File: src/core/asf_defs.vh
// Constants for the ALU condition flag register.
`ifndef ASF_DEFS_VH
`define ASF_DEFS_VH
`define ASF_ADDR_FLAGS 8'h00
`define ASF_BIT_NEG 4
`define ASF_BIT_WRAP 3
`define ASF_BIT_ZERO 2
`define ASF_BIT_NIB 1
`define ASF_BIT_CARRY 0
`define ASF_IMPL_MASK 8'h1F
`define ASF_FLAGS_RESET 5'h00
`define ASF_OP_NONE 4'h0
`define ASF_OP_ADD 4'h1
`define ASF_OP_SUB 4'h2
`define ASF_OP_LOGIC 4'h3
`define ASF_OP_CLEAR 4'h4
`define ASF_OP_ROT_RIGHT 4'h5
`define ASF_OP_ROT_LEFT 4'h6
`define ASF_OP_MOVE_NZ 4'h7
`endif

File: src/core/asf_flags.v
// ALU condition flag register with flag logic and a register port.
`timescale 1ns/1ps
`include "asf_defs.vh"
module asf_flags (
  input wire clock,
  input wire rst_b,
  input wire [7:0] reg_addr,
  input wire [7:0] reg_wdata,
  input wire reg_write,
  input wire reg_read,
  output reg [7:0] reg_rdata,
  input wire op_valid,
  input wire [3:0] op_class,
  input wire [7:0] op_a,
  input wire [7:0] op_b,
  input wire op_carry_in,
  input wire op_to_flags,
  output reg [7:0] op_result,
  output reg [4:0] flags_out
);

  wire cls_add;
  wire cls_sub;
  wire cls_arith;
  wire cls_nz;
  wire cls_clear;
  wire cls_rot_right;
  wire cls_rot_left;
  wire cls_rot;
  wire cls_other;
  wire reg_hit_wr;
  wire reg_hit_rd;
  wire dest_store;
  wire reg_store;
  wire ovf_signed;
  wire nib_carry;
  wire byte_carry;
  wire [7:0] addend;
  wire [7:0] sum_bits;
  wire [8:0] carry_chain;
  wire [7:0] rot_result;
  wire rot_nib;
  wire rot_carry;
  wire [7:0] read_word;
  wire [4:0] flags_next;
  reg [4:0] flags_reg;
  reg [4:0] own_mask;
  reg [4:0] flag_val;
  reg [7:0] result_next;

  // The execution core drives op_class; op_a is the source register value and op_b the
  // second operand. A subtract computes op_a minus op_b.
  asf_class_decode asf_class_decode_inst (
    .op_valid(op_valid),
    .op_class(op_class),
    .cls_add(cls_add),
    .cls_sub(cls_sub),
    .cls_nz(cls_nz),
    .cls_clear(cls_clear),
    .cls_rot_right(cls_rot_right),
    .cls_rot_left(cls_rot_left),
    .cls_other(cls_other)
  );

  assign cls_arith = cls_add || cls_sub;
  assign cls_rot = cls_rot_right || cls_rot_left;
  assign reg_hit_wr = reg_write && (reg_addr == `ASF_ADDR_FLAGS);
  assign reg_hit_rd = reg_read && (reg_addr == `ASF_ADDR_FLAGS);

  // Subtraction adds the inverted operand with a carry in of one, so a set carry or nibble
  // carry afterwards means that no borrow was taken.
  assign addend = cls_sub ? ~op_b : op_b;

  asf_ripple_add asf_ripple_add_inst (
    .augend(op_a),
    .addend(addend),
    .carry_in(cls_sub),
    .sum(sum_bits),
    .carries(carry_chain)
  );

  // Signed overflow is a carry into the sign bit without a carry out of it, or the reverse.
  assign ovf_signed = carry_chain[8] ^ carry_chain[7];
  assign nib_carry = carry_chain[4];
  assign byte_carry = carry_chain[8];

  asf_rotator asf_rotator_inst (
    .rot_right(cls_rot_right),
    .rot_left(cls_rot_left),
    .source(op_a),
    .carry_in(op_carry_in),
    .result(rot_result),
    .nib_out(rot_nib),
    .carry_out(rot_carry)
  );

  always @* begin
    result_next = 8'h00;
    if (op_valid) begin
      case (op_class)
        `ASF_OP_ADD, `ASF_OP_SUB: begin
          result_next = sum_bits;
        end
        `ASF_OP_LOGIC, `ASF_OP_MOVE_NZ: begin
          result_next = op_b;
        end
        `ASF_OP_ROT_RIGHT, `ASF_OP_ROT_LEFT: begin
          result_next = rot_result;
        end
        `ASF_OP_CLEAR: begin
          result_next = 8'h00;
        end
        default: begin
          result_next = op_b;
        end
      endcase
    end
  end

  // Bits that the current operation moves belong to the flag logic in this cycle.
  always @* begin
    own_mask = 5'h00;
    own_mask[`ASF_BIT_NEG] = cls_arith || cls_nz;
    own_mask[`ASF_BIT_WRAP] = cls_arith;
    own_mask[`ASF_BIT_ZERO] = cls_arith || cls_nz || cls_clear;
    own_mask[`ASF_BIT_NIB] = cls_arith || cls_rot;
    own_mask[`ASF_BIT_CARRY] = cls_arith || cls_rot;
  end

  // A clear leaves a zero result, so the zero test below also serves it.
  always @* begin
    flag_val = 5'h00;
    flag_val[`ASF_BIT_NEG] = result_next[7];
    flag_val[`ASF_BIT_WRAP] = ovf_signed;
    flag_val[`ASF_BIT_ZERO] = (result_next == 8'h00);
    flag_val[`ASF_BIT_NIB] = cls_rot ? rot_nib : nib_carry;
    flag_val[`ASF_BIT_CARRY] = cls_rot ? rot_carry : byte_carry;
  end

  // Any class that moves one of the five flags keeps its own result off all of them, which
  // is why a result aimed at this register may read back other than intended.
  assign dest_store = cls_other && op_to_flags;
  // A core operation wins over a register port write in the same cycle.
  assign reg_store = !op_valid && reg_hit_wr;

  // Each bit takes, in falling priority, flag logic, a stored result, a port write or itself.
  genvar gi;
  generate
    for (gi = 0; gi < 5; gi = gi + 1) begin : g_flag_bit
      assign flags_next[gi] = own_mask[gi] ? flag_val[gi] :
                              dest_store ? result_next[gi] :
                              reg_store ? reg_wdata[gi] :
                              flags_reg[gi];
    end
  endgenerate

  // Power-on value is unknown by definition; zero is used so simulation stays defined.
  always @(posedge clock or negedge rst_b) begin
    if (!rst_b) begin
      flags_reg <= `ASF_FLAGS_RESET;
    end else begin
      flags_reg <= flags_next;
    end
  end

  // The copy on flags_out lets the core see the flags without a register read.
  always @(posedge clock or negedge rst_b) begin
    if (!rst_b) begin
      flags_out <= `ASF_FLAGS_RESET;
      op_result <= 8'h00;
    end else begin
      flags_out <= flags_next;
      op_result <= result_next;
    end
  end

  // The three top bits have no storage and always read as zero.
  assign read_word = {3'h0, flags_reg} & `ASF_IMPL_MASK;

  always @(posedge clock or negedge rst_b) begin
    if (!rst_b) begin
      reg_rdata <= 8'h00;
    end else if (reg_hit_rd) begin
      reg_rdata <= read_word;
    end else begin
      reg_rdata <= 8'h00;
    end
  end

endmodule

// Turns the class code into one strobe per class; codes with no meaning count as other.
module asf_class_decode (
  input wire op_valid,
  input wire [3:0] op_class,
  output reg cls_add,
  output reg cls_sub,
  output reg cls_nz,
  output reg cls_clear,
  output reg cls_rot_right,
  output reg cls_rot_left,
  output reg cls_other
);

  always @* begin
    cls_add = 1'b0;
    cls_sub = 1'b0;
    cls_nz = 1'b0;
    cls_clear = 1'b0;
    cls_rot_right = 1'b0;
    cls_rot_left = 1'b0;
    cls_other = 1'b0;
    if (op_valid) begin
      case (op_class)
        `ASF_OP_NONE: begin
          cls_other = 1'b1;
        end
        `ASF_OP_ADD: begin
          cls_add = 1'b1;
        end
        `ASF_OP_SUB: begin
          cls_sub = 1'b1;
        end
        `ASF_OP_LOGIC, `ASF_OP_MOVE_NZ: begin
          cls_nz = 1'b1;
        end
        `ASF_OP_CLEAR: begin
          cls_clear = 1'b1;
        end
        `ASF_OP_ROT_RIGHT: begin
          cls_rot_right = 1'b1;
        end
        `ASF_OP_ROT_LEFT: begin
          cls_rot_left = 1'b1;
        end
        default: begin
          cls_other = 1'b1;
        end
      endcase
    end
  end

endmodule

// Eight-bit ripple adder that exposes every carry, so the nibble and signed flags need no
// second adder beside it.
module asf_ripple_add (
  input wire [7:0] augend,
  input wire [7:0] addend,
  input wire carry_in,
  output wire [7:0] sum,
  output wire [8:0] carries
);

  assign carries[0] = carry_in;

  genvar bi;
  generate
    for (bi = 0; bi < 8; bi = bi + 1) begin : g_sum_bit
      assign sum[bi] = augend[bi] ^ addend[bi] ^ carries[bi];
      assign carries[bi + 1] = (augend[bi] & addend[bi]) | (augend[bi] & carries[bi]) |
                               (addend[bi] & carries[bi]);
    end
  endgenerate

endmodule

// Rotates through the carry; the bit that leaves the byte becomes the new carry, and the
// nibble carry takes the bit that crosses the nibble boundary.
module asf_rotator (
  input wire rot_right,
  input wire rot_left,
  input wire [7:0] source,
  input wire carry_in,
  output reg [7:0] result,
  output reg nib_out,
  output reg carry_out
);

  always @* begin
    result = source;
    nib_out = 1'b0;
    carry_out = 1'b0;
    if (rot_right) begin
      result = {carry_in, source[7:1]};
      nib_out = source[4];
      carry_out = source[0];
    end else if (rot_left) begin
      result = {source[6:0], carry_in};
      nib_out = source[3];
      carry_out = source[7];
    end
  end

endmodule

File: config.mk
export PLATFORM = sky130hd
export DESIGN_NAME = asf_flags
export DESIGN_NICKNAME = d
export VERILOG_FILES = /design/src/core/asf_flags.v
export VERILOG_INCLUDE_DIRS = /design/src /design/src/core
export SDC_FILE = /design/constraint.sdc
export NUM_CORES = 1
export LEC_CHECK = 0
export ABC_AREA = 1
export BUFFER_PORTS_ARGS = -buffer_cell sky130_fd_sc_hd__buf_2
export CAP_MARGIN = 10
export CORE_MARGIN = 2
export CORE_UTILIZATION = 53
export DETAILED_ROUTE_END_ITERATION = 10
export GPL_TIMING_DRIVEN = 1
export PLACE_DENSITY = 0.86
export SYNTH_ARGS = -nofsm -noshare
export SYNTH_HDL_FRONTEND = slang
export SYNTH_SLANG_ARGS = --single-unit
File: constraint.sdc
create_clock -name clock -period 2 [get_ports clock]
set_input_delay 0.5 -clock clock [delete_from_list [all_inputs] [get_ports clock]]
set_output_delay 0.5 -clock clock [all_outputs]
set_load 0.005 [all_outputs]
Word-level counts from Yosys, hierarchy flattened
Cells that the tools add are included.

cells by class
  shift-type cells = 0
  muxes and demuxes = 41
  reductions and logical operators = 20
  equality and inequality tests = 7
  magnitude comparators = 0
  bitwise operators = 58
  $add $sub $neg = 0
  multipliers = 0
  div/mod/pow operators = 0

operators by type and width
  kind                                                  number
  2-to-1 mux 1 bit                                      35
  2-to-1 mux 8 bit                                      4
  bitwise AND 1 bit                                     24
  case mux 8 bit (3 select lines)                       1
  bitwise XOR 1 bit                                     17
  equality test 4 x 3 -> 1 bit (second input constant)  4
  zero test 8 bit                                       2
  bitwise OR 1 bit                                      16
  nonzero test 3 bit                                    4
  equality test 4 x 2 -> 1 bit (second input constant)  2
  NOT 8 bit                                             1
  OR reduction 7 bit                                    1
  OR reduction 2 bit                                    3
  logical OR 1 bit                                      5
  2-to-1 mux 5 bit                                      1
  equality test 4 x 1 -> 1 bit (second input constant)  1
  logical AND 1 bit                                     4
  zero test 1 bit                                       1

word-level totals
  output and inout port bits = 21
  bits in writable memories = 0
  memories kept = 0
  bits of input ports = 43
  register bits = 21
  logic and storage cells = 132
  ROM bits = 0
  bits in latches = 0

Logic depth before layout (Yosys ltp)
  depth in word-level cells = 30
  mapped depth = 20

Modules after synthesis
A second synthesis with hierarchy kept.

second synthesis, totals
  cell total of the unflattened synthesis = 267
  area total of the unflattened synthesis = 1820.5 sq um

modules (own cells, without submodules)
  module            times used  area an instance (sq um)  cells an instance
  asf_flags         1           1263.7                    170
  asf_rotator       1           265.3                     56
  asf_ripple_add    1           205.2                     19
  asf_class_decode  1           86.3                      22

Worst setup path before layout
OpenSTA, ideal clock, no wires.

  path type = input to register
  start point = in op_class[0]
  end point = reg flags_out[2]
  setup time = 120 ps
  required time = 1880 ps
  arrival = 4492 ps
  setup slack = -2612 ps
  cell stages on the path = 19
  cells stage by stage = inv_1 > nand2_1 > inv_1 > nand4_2 > xnor2_1 > fa_1 > fa_1 > fa_1 > fa_1 > fa_1 > fa_1 > inv_1 > fa_1 > o21ai_0 > a21oi_1 > nor2_2 > nor2_1 > nand3_1 > nand2_1

between the ends
  cells in the longest elaborated chain, start to end = 30
  elaborated cells on any way between the ends = 89
  classes of those cells = eq/ne (7); mux (21); bitwise (51); reduce/logical (10)

ends and longest elaborated chain
  item                               RTL line                          source
  from (decl)                        asf_flags.v:13                    input wire [3:0] op_class,
  equality test 4 x 2 -> 1 bit       asf_flags.v:100, asf_flags.v:214
  2-to-1 mux 1 bit                   asf_flags.v:214                   case (op_class)
  2-to-1 mux 1 bit                   asf_flags.v:213                   if (op_valid) begin
  2-to-1 mux 8 bit                   asf_flags.v:72                    assign addend = cls_sub ? ~op_b : op_b;
  bitwise AND 1 bit                  asf_flags.v:261                   assign carries[bi + 1] = (augend[bi] & addend[bi]) | (augend[bi] & carries[bi]) |
  bitwise OR 1 bit (2 in series)     asf_flags.v:261
  bitwise AND 1 bit                  asf_flags.v:261
  bitwise OR 1 bit (2 in series)     asf_flags.v:261
  [... 12 more ...]                  n/a
  bitwise AND 1 bit                  asf_flags.v:261
  bitwise OR 1 bit (2 in series)     asf_flags.v:261
  bitwise XOR 1 bit                  asf_flags.v:260                   assign sum[bi] = augend[bi] ^ addend[bi] ^ carries[bi];
  case mux 8 bit (3 select lines) *  asf_flags.v:100                   case (op_class)
  2-to-1 mux 8 bit *                 asf_flags.v:99                    if (op_valid) begin
  net flag_val[4]                    asf_flags.v:48                    reg [4:0] flag_val;
  zero test 8 bit *                  asf_flags.v:135                   flag_val[`ASF_BIT_ZERO] = (result_next == 8'h00);
  2-to-1 mux 1 bit *                 asf_flags.v:150                   assign flags_next[gi] = own_mask[gi] ? flag_val[gi] :
  to (signal assigned)               asf_flags.v:169                   flags_out <= `ASF_FLAGS_RESET;
  to (signal assigned)               asf_flags.v:172                   flags_out <= flags_next;
  to (decl)                          asf_flags.v:19                    output reg [4:0] flags_out

The timed path passes the listed nets; every way through them passes the cells marked *.
A chain may end at the register's enable or synchronous reset.

Worst setup path in the final report
Ends and elaborated chain as after synthesis.

==> impl_metrics.xml <==
<?xml version="1.0" encoding="UTF-8"?>
<metrics>
  <group name="status">
    <metric name="outcome" unit="">finished with violations</metric>
    <metric name="failed_checks" unit="">negative setup slack</metric>
  </group>
  <group name="drt">
    <metric name="drcViolationCount" unit="">0</metric>
    <metric name="detail_route.first_pass.iterations" unit="">4</metric>
    <metric name="viasPerCell" unit="">4.88</metric>
    <metric name="wl_per_cell" unit="um">11.3</metric>
    <metric name="dr_total_vias" unit="">1873</metric>
    <metric name="wl" unit="mm">4.35</metric>
    <metric name="postRouteAntennaNets" unit="">0</metric>
    <metric name="drtIter0Drc" unit="">63</metric>
  </group>
  <group name="worst_setup_path">
    <metric name="worstSetupStartpointType" unit="">primary input</metric>
    <metric name="timing.rr.start" unit="">flags_out[2]$_DFFE_PN0P_</metric>
    <metric name="cp-end-kind" unit="">flop</metric>
    <metric name="cp_data_required_time" unit="ps">2180</metric>
    <metric name="timing.critical_path.arrival" unit="ps">4160</metric>
    <metric name="worstSetupStartpoint" unit="">op_class[0]</metric>
    <metric name="worst-path-max-fanout" unit="">3</metric>
    <metric name="worstSetupPathType" unit="">primary input to flop</metric>
  </group>
  <group name="cells_and_area">
    <metric name="layout.core_utilization" unit="">0.801</metric>
    <metric name="fin_nets" unit="">403</metric>
    <metric name="n_antenna_cell" unit="">0</metric>
    <metric name="layout-drive-gt1-share" unit="">0.390</metric>
    <metric name="finish.cell_count_without_fillers" unit="">384</metric>
    <metric name="layout_stage_area_growth_over_the_synthesis_result" unit="%">45.9</metric>
    <metric name="fill_cells" unit="">231</metric>
  </group>
  <group name="synthesis">
    <metric name="synth_xor_xnor_area_share" unit="">0.0425</metric>
    <metric name="synth_seq_area_share" unit="">0.273</metric>
    <metric name="yosys-mux-area-fraction" unit="">0</metric>
    <metric name="synth_area" unit="mm2">0.00165</metric>
    <metric name="synth_top_family_by_area" unit="">simple AND/OR/NAND/NOR gates</metric>
    <metric name="synth-simple-area-share" unit="">0.334</metric>
    <metric name="synth_cell_types" unit="">29</metric>
    <metric name="synthAdderAreaFrac" unit="">0.0850</metric>
    <metric name="synth-compound-area-share" unit="">0.124</metric>
    <metric name="post_synth_inst_count" unit="">252</metric>
    <metric name="synth_area_per_cell" unit="um2">6.54</metric>
    <metric name="synth.ff_latch_count" unit="">18</metric>
    <metric name="synth-warning-count" unit="">0</metric>
  </group>
  <group name="grt">
    <metric name="grt_pass1_wl" unit="mm">7.33</metric>
    <metric name="initial_antenna_violation_count" unit="">0</metric>
    <metric name="vias_in_the_first_global_route" unit="">1834</metric>
    <metric name="gr-total-overflow" unit="">0</metric>
    <metric name="grt_start_max_net_pins" unit="">19</metric>
    <metric name="grt_util_all_layers" unit="">0.270</metric>
  </group>
  <group name="power">
    <metric name="comb_power_share" unit="">0.446</metric>
    <metric name="post-layout-total-power" unit="mW">1.06</metric>
    <metric name="cellInternalPower" unit="mW">0.697</metric>
    <metric name="share_seq_of_total_power" unit="">0.395</metric>
    <metric name="sw_frac_of_total" unit="">0.341</metric>
    <metric name="p_clk_frac" unit="">0.158</metric>
    <metric name="power_density" unit="mW/mm2">440</metric>
    <metric name="total_switching_power" unit="mW">0.361</metric>
    <metric name="power.leakage" unit="nW">1.42</metric>
    <metric name="ir_drop" unit="V">0.000183</metric>
  </group>
  <group name="timing">
    <metric name="worst_setup_margin" unit="ps">-1980</metric>
    <metric name="rsz0062_at_grt" unit="">yes</metric>
    <metric name="final.setup_skew" unit="ps">0.940</metric>
    <metric name="layout_min_cycle_time" unit="ps">3980</metric>
    <metric name="post-route-period-util" unit="">1.99</metric>
    <metric name="final_max_slew_viol_count" unit="">0</metric>
    <metric name="finalHoldViolCount" unit="">0</metric>
    <metric name="achievable-frequency" unit="MHz">251</metric>
    <metric name="setup_viol" unit="">11</metric>
  </group>
  <group name="min_path">
    <metric name="min-delay-path-class" unit="">primary input to asynchronous set/reset pin</metric>
  </group>
  <group name="clock_tree">
    <metric name="clock_insertion_delay_worst_skew" unit="ps">280</metric>
    <metric name="clk_transition_reported_paths" unit="ps">90</metric>
    <metric name="max-clock-path-buffers" unit="">2</metric>
    <metric name="cts_sinks" unit="">18</metric>
    <metric name="tritoncts" unit="">built</metric>
    <metric name="cts_max_level" unit="">1</metric>
    <metric name="total_cts_buffers" unit="">3</metric>
    <metric name="clock_tree_root" unit="">clkbuf_4</metric>
  </group>
  <group name="die">
    <metric name="coreArea" unit="mm2">0.00300</metric>
    <metric name="initial_standard_cell_utilization_of_the_core" unit="">0.549</metric>
    <metric name="rows" unit="">20</metric>
    <metric name="dieHeight" unit="um">59.8</metric>
    <metric name="num_io_pins" unit="">64</metric>
    <metric name="die_x" unit="um">59.8</metric>
    <metric name="die-area" unit="mm2">0.00357</metric>
  </group>
  <group name="placement">
    <metric name="buffer_ports.inserted" unit="">57</metric>
    <metric name="numPlacedInstances" unit="">376</metric>
    <metric name="dp.final_hpwl" unit="mm">3.52</metric>
    <metric name="pre_cts_ws" unit="ps">-2360</metric>
    <metric name="globalplace.congestion" unit="">0.899</metric>
  </group>
  <group name="job">
    <metric name="max_cap_viol_count" unit="">0</metric>
  </group>
</metrics>
## state kept, by name (all words and copies together) (netlist names)
signal	count
reg_rdata	5
flags_out	5
op_result	8
## worst paths after layout
path                                             to  slack (ps)  cells after the start
hold / removal             flags_out[1]$_DFFE_PN0P_         120                      1
hold reg to reg              reg_rdata[0]$_DFF_PN0_         520                      2
max in group asynchronous  flags_out[4]$_DFFE_PN0P_        1620                      1
setup reg to reg           flags_out[2]$_DFFE_PN0P_        1030                      6
min in group clock           reg_rdata[0]$_DFF_PN0_         520                      2
setup / recovery           flags_out[2]$_DFFE_PN0P_       -1980                     20
## area by class of cell
class | count | area (um2) | area share
inverters | 48 | 205 | 0.0853
clock buffers | 3 | 22.5 | 0.00936
flip-flops and latches | 18 | 450 | 0.187
well taps | 33 | 41.3 | 0.0172
multi-input cells | 182 | 1050 | 0.436
repair buffers | 100 | 637 | 0.265
## per-stage QoR
step                setup TNS, ps  area, um2  hold slack (ps)
CTS                        -13430       2380              122
detailed placement         -17940       2290              436
floorplan                  -14460       1730              204
global route               -15030       2410              130
global placement           -17000       2290              433
finish                     -13780       2410              116
## per-layer routing
layer | up-vias | share of wire | routed length (um) | track usage
li1 | 968 | - | - | -
met1 | 826 | 0.39 | 1680 | 0.303
met2 | 66 | 0.53 | 2320 | 0.508
met3 | 13 | 0.051 | 223 | 0.0195
met4 | 0 | 0.029 | 127 | 0.127
met5 | - | 0 | 0 | 0
## Yosys cell counts
| master | instances | area (um2) |
|---|---|---|
| nand3_4 | 1 | 17.5 |
| o221ai_1 | 1 | 8.76 |
| nor2_1 | 26 | 97.6 |
| xor2_1 | 2 | 17.5 |
| inv_1 | 46 | 173 |
| a21oi_2 | 1 | 8.76 |
| o21bai_1 | 1 | 7.51 |
| nand4_2 | 1 | 12.5 |
| buf_6 | 1 | 11.3 |
| a21oi_1 | 12 | 60.1 |
| conb_1 | 1 | 3.75 |
| nor2_4 | 2 | 22.5 |
| o21a_1 | 3 | 22.5 |
| nand2_2 | 2 | 12.5 |
| buf_2 | 1 | 5.00 |
| nand3_1 | 14 | 70.1 |
| or2_0 | 1 | 6.26 |
| buf_4 | 4 | 30.0 |
| o21ai_0 | 18 | 90.1 |
| a22oi_1 | 1 | 7.51 |
| inv_4 | 1 | 6.26 |
| fa_1 | 7 | 140 |
| nand2_1 | 76 | 285 |
| dfrtp_1 | 18 | 450 |
| nor2_2 | 2 | 12.5 |
| inv_2 | 1 | 3.75 |
| nand3b_1 | 1 | 7.51 |
| nand4_1 | 1 | 6.26 |
| xnor2_1 | 6 | 52.6 |
## logic make-up after synthesis
kind of cell             Yosys count
AO/OA/AOI/OAI                     37
XOR/XNOR                           8
adder cells (fa/ha/maj)            7
buffers and inverters             54
flip-flops                        18
other                              1
AND/OR/NAND/NOR                  127
## placed cells by master, fill, tap and decap left out, drive strengths merged, types with 3 or more instances in the layout
master,netlist,final
o21a,3,3
clkbuf,0,3
xnor2,6,6
nor2,30,30
o21ai,18,18
fa,7,7
a21oi,13,13
dfrtp,18,18
buf,6,100
conb,1,3
nand2,78,78
nand3,15,15
inv,48,47
## worst max-delay path, stage by stage
cell,delay (ps)
buf_12,120
inv_16,50
nand2_8,40
inv_4,50
nand4_4,90
xnor2_2,170
fa_2,360
fa_2,360
fa_2,370
fa_2,360
fa_2,370
fa_2,360
inv_2,60
fa_1,390
o21ai_1,130
a21oi_1,60
nor2_2,130
nor2_1,60
nand3_1,70
nand2_1,50
## repair_timing
| action | in CTS | in global routing |
|---|---|---|
| hold buffers | 0 | 0 |
| resized for setup | 18 | 3 |
| setup buffers | 2 | 4 |
| setup endpoints to repair | 11 | 11 |
| endpoints found under the hold margin | 0 | 0 |
| pin swaps | 19 | 9 |
## power groups by stage
stage | Combinational [mW] | Sequential [mW] | Clock (mW)
after floorplan | 0.231 | 0.431 | 0
after global placement | 0.420 | 0.426 | 0
after detailed placement | 0.440 | 0.426 | 0
after CTS | 0.460 | 0.418 | 0.172
after global routing | 0.535 | 0.424 | 0.186
final | 0.472 | 0.418 | 0.168
(Power assumes the default switching activity.)
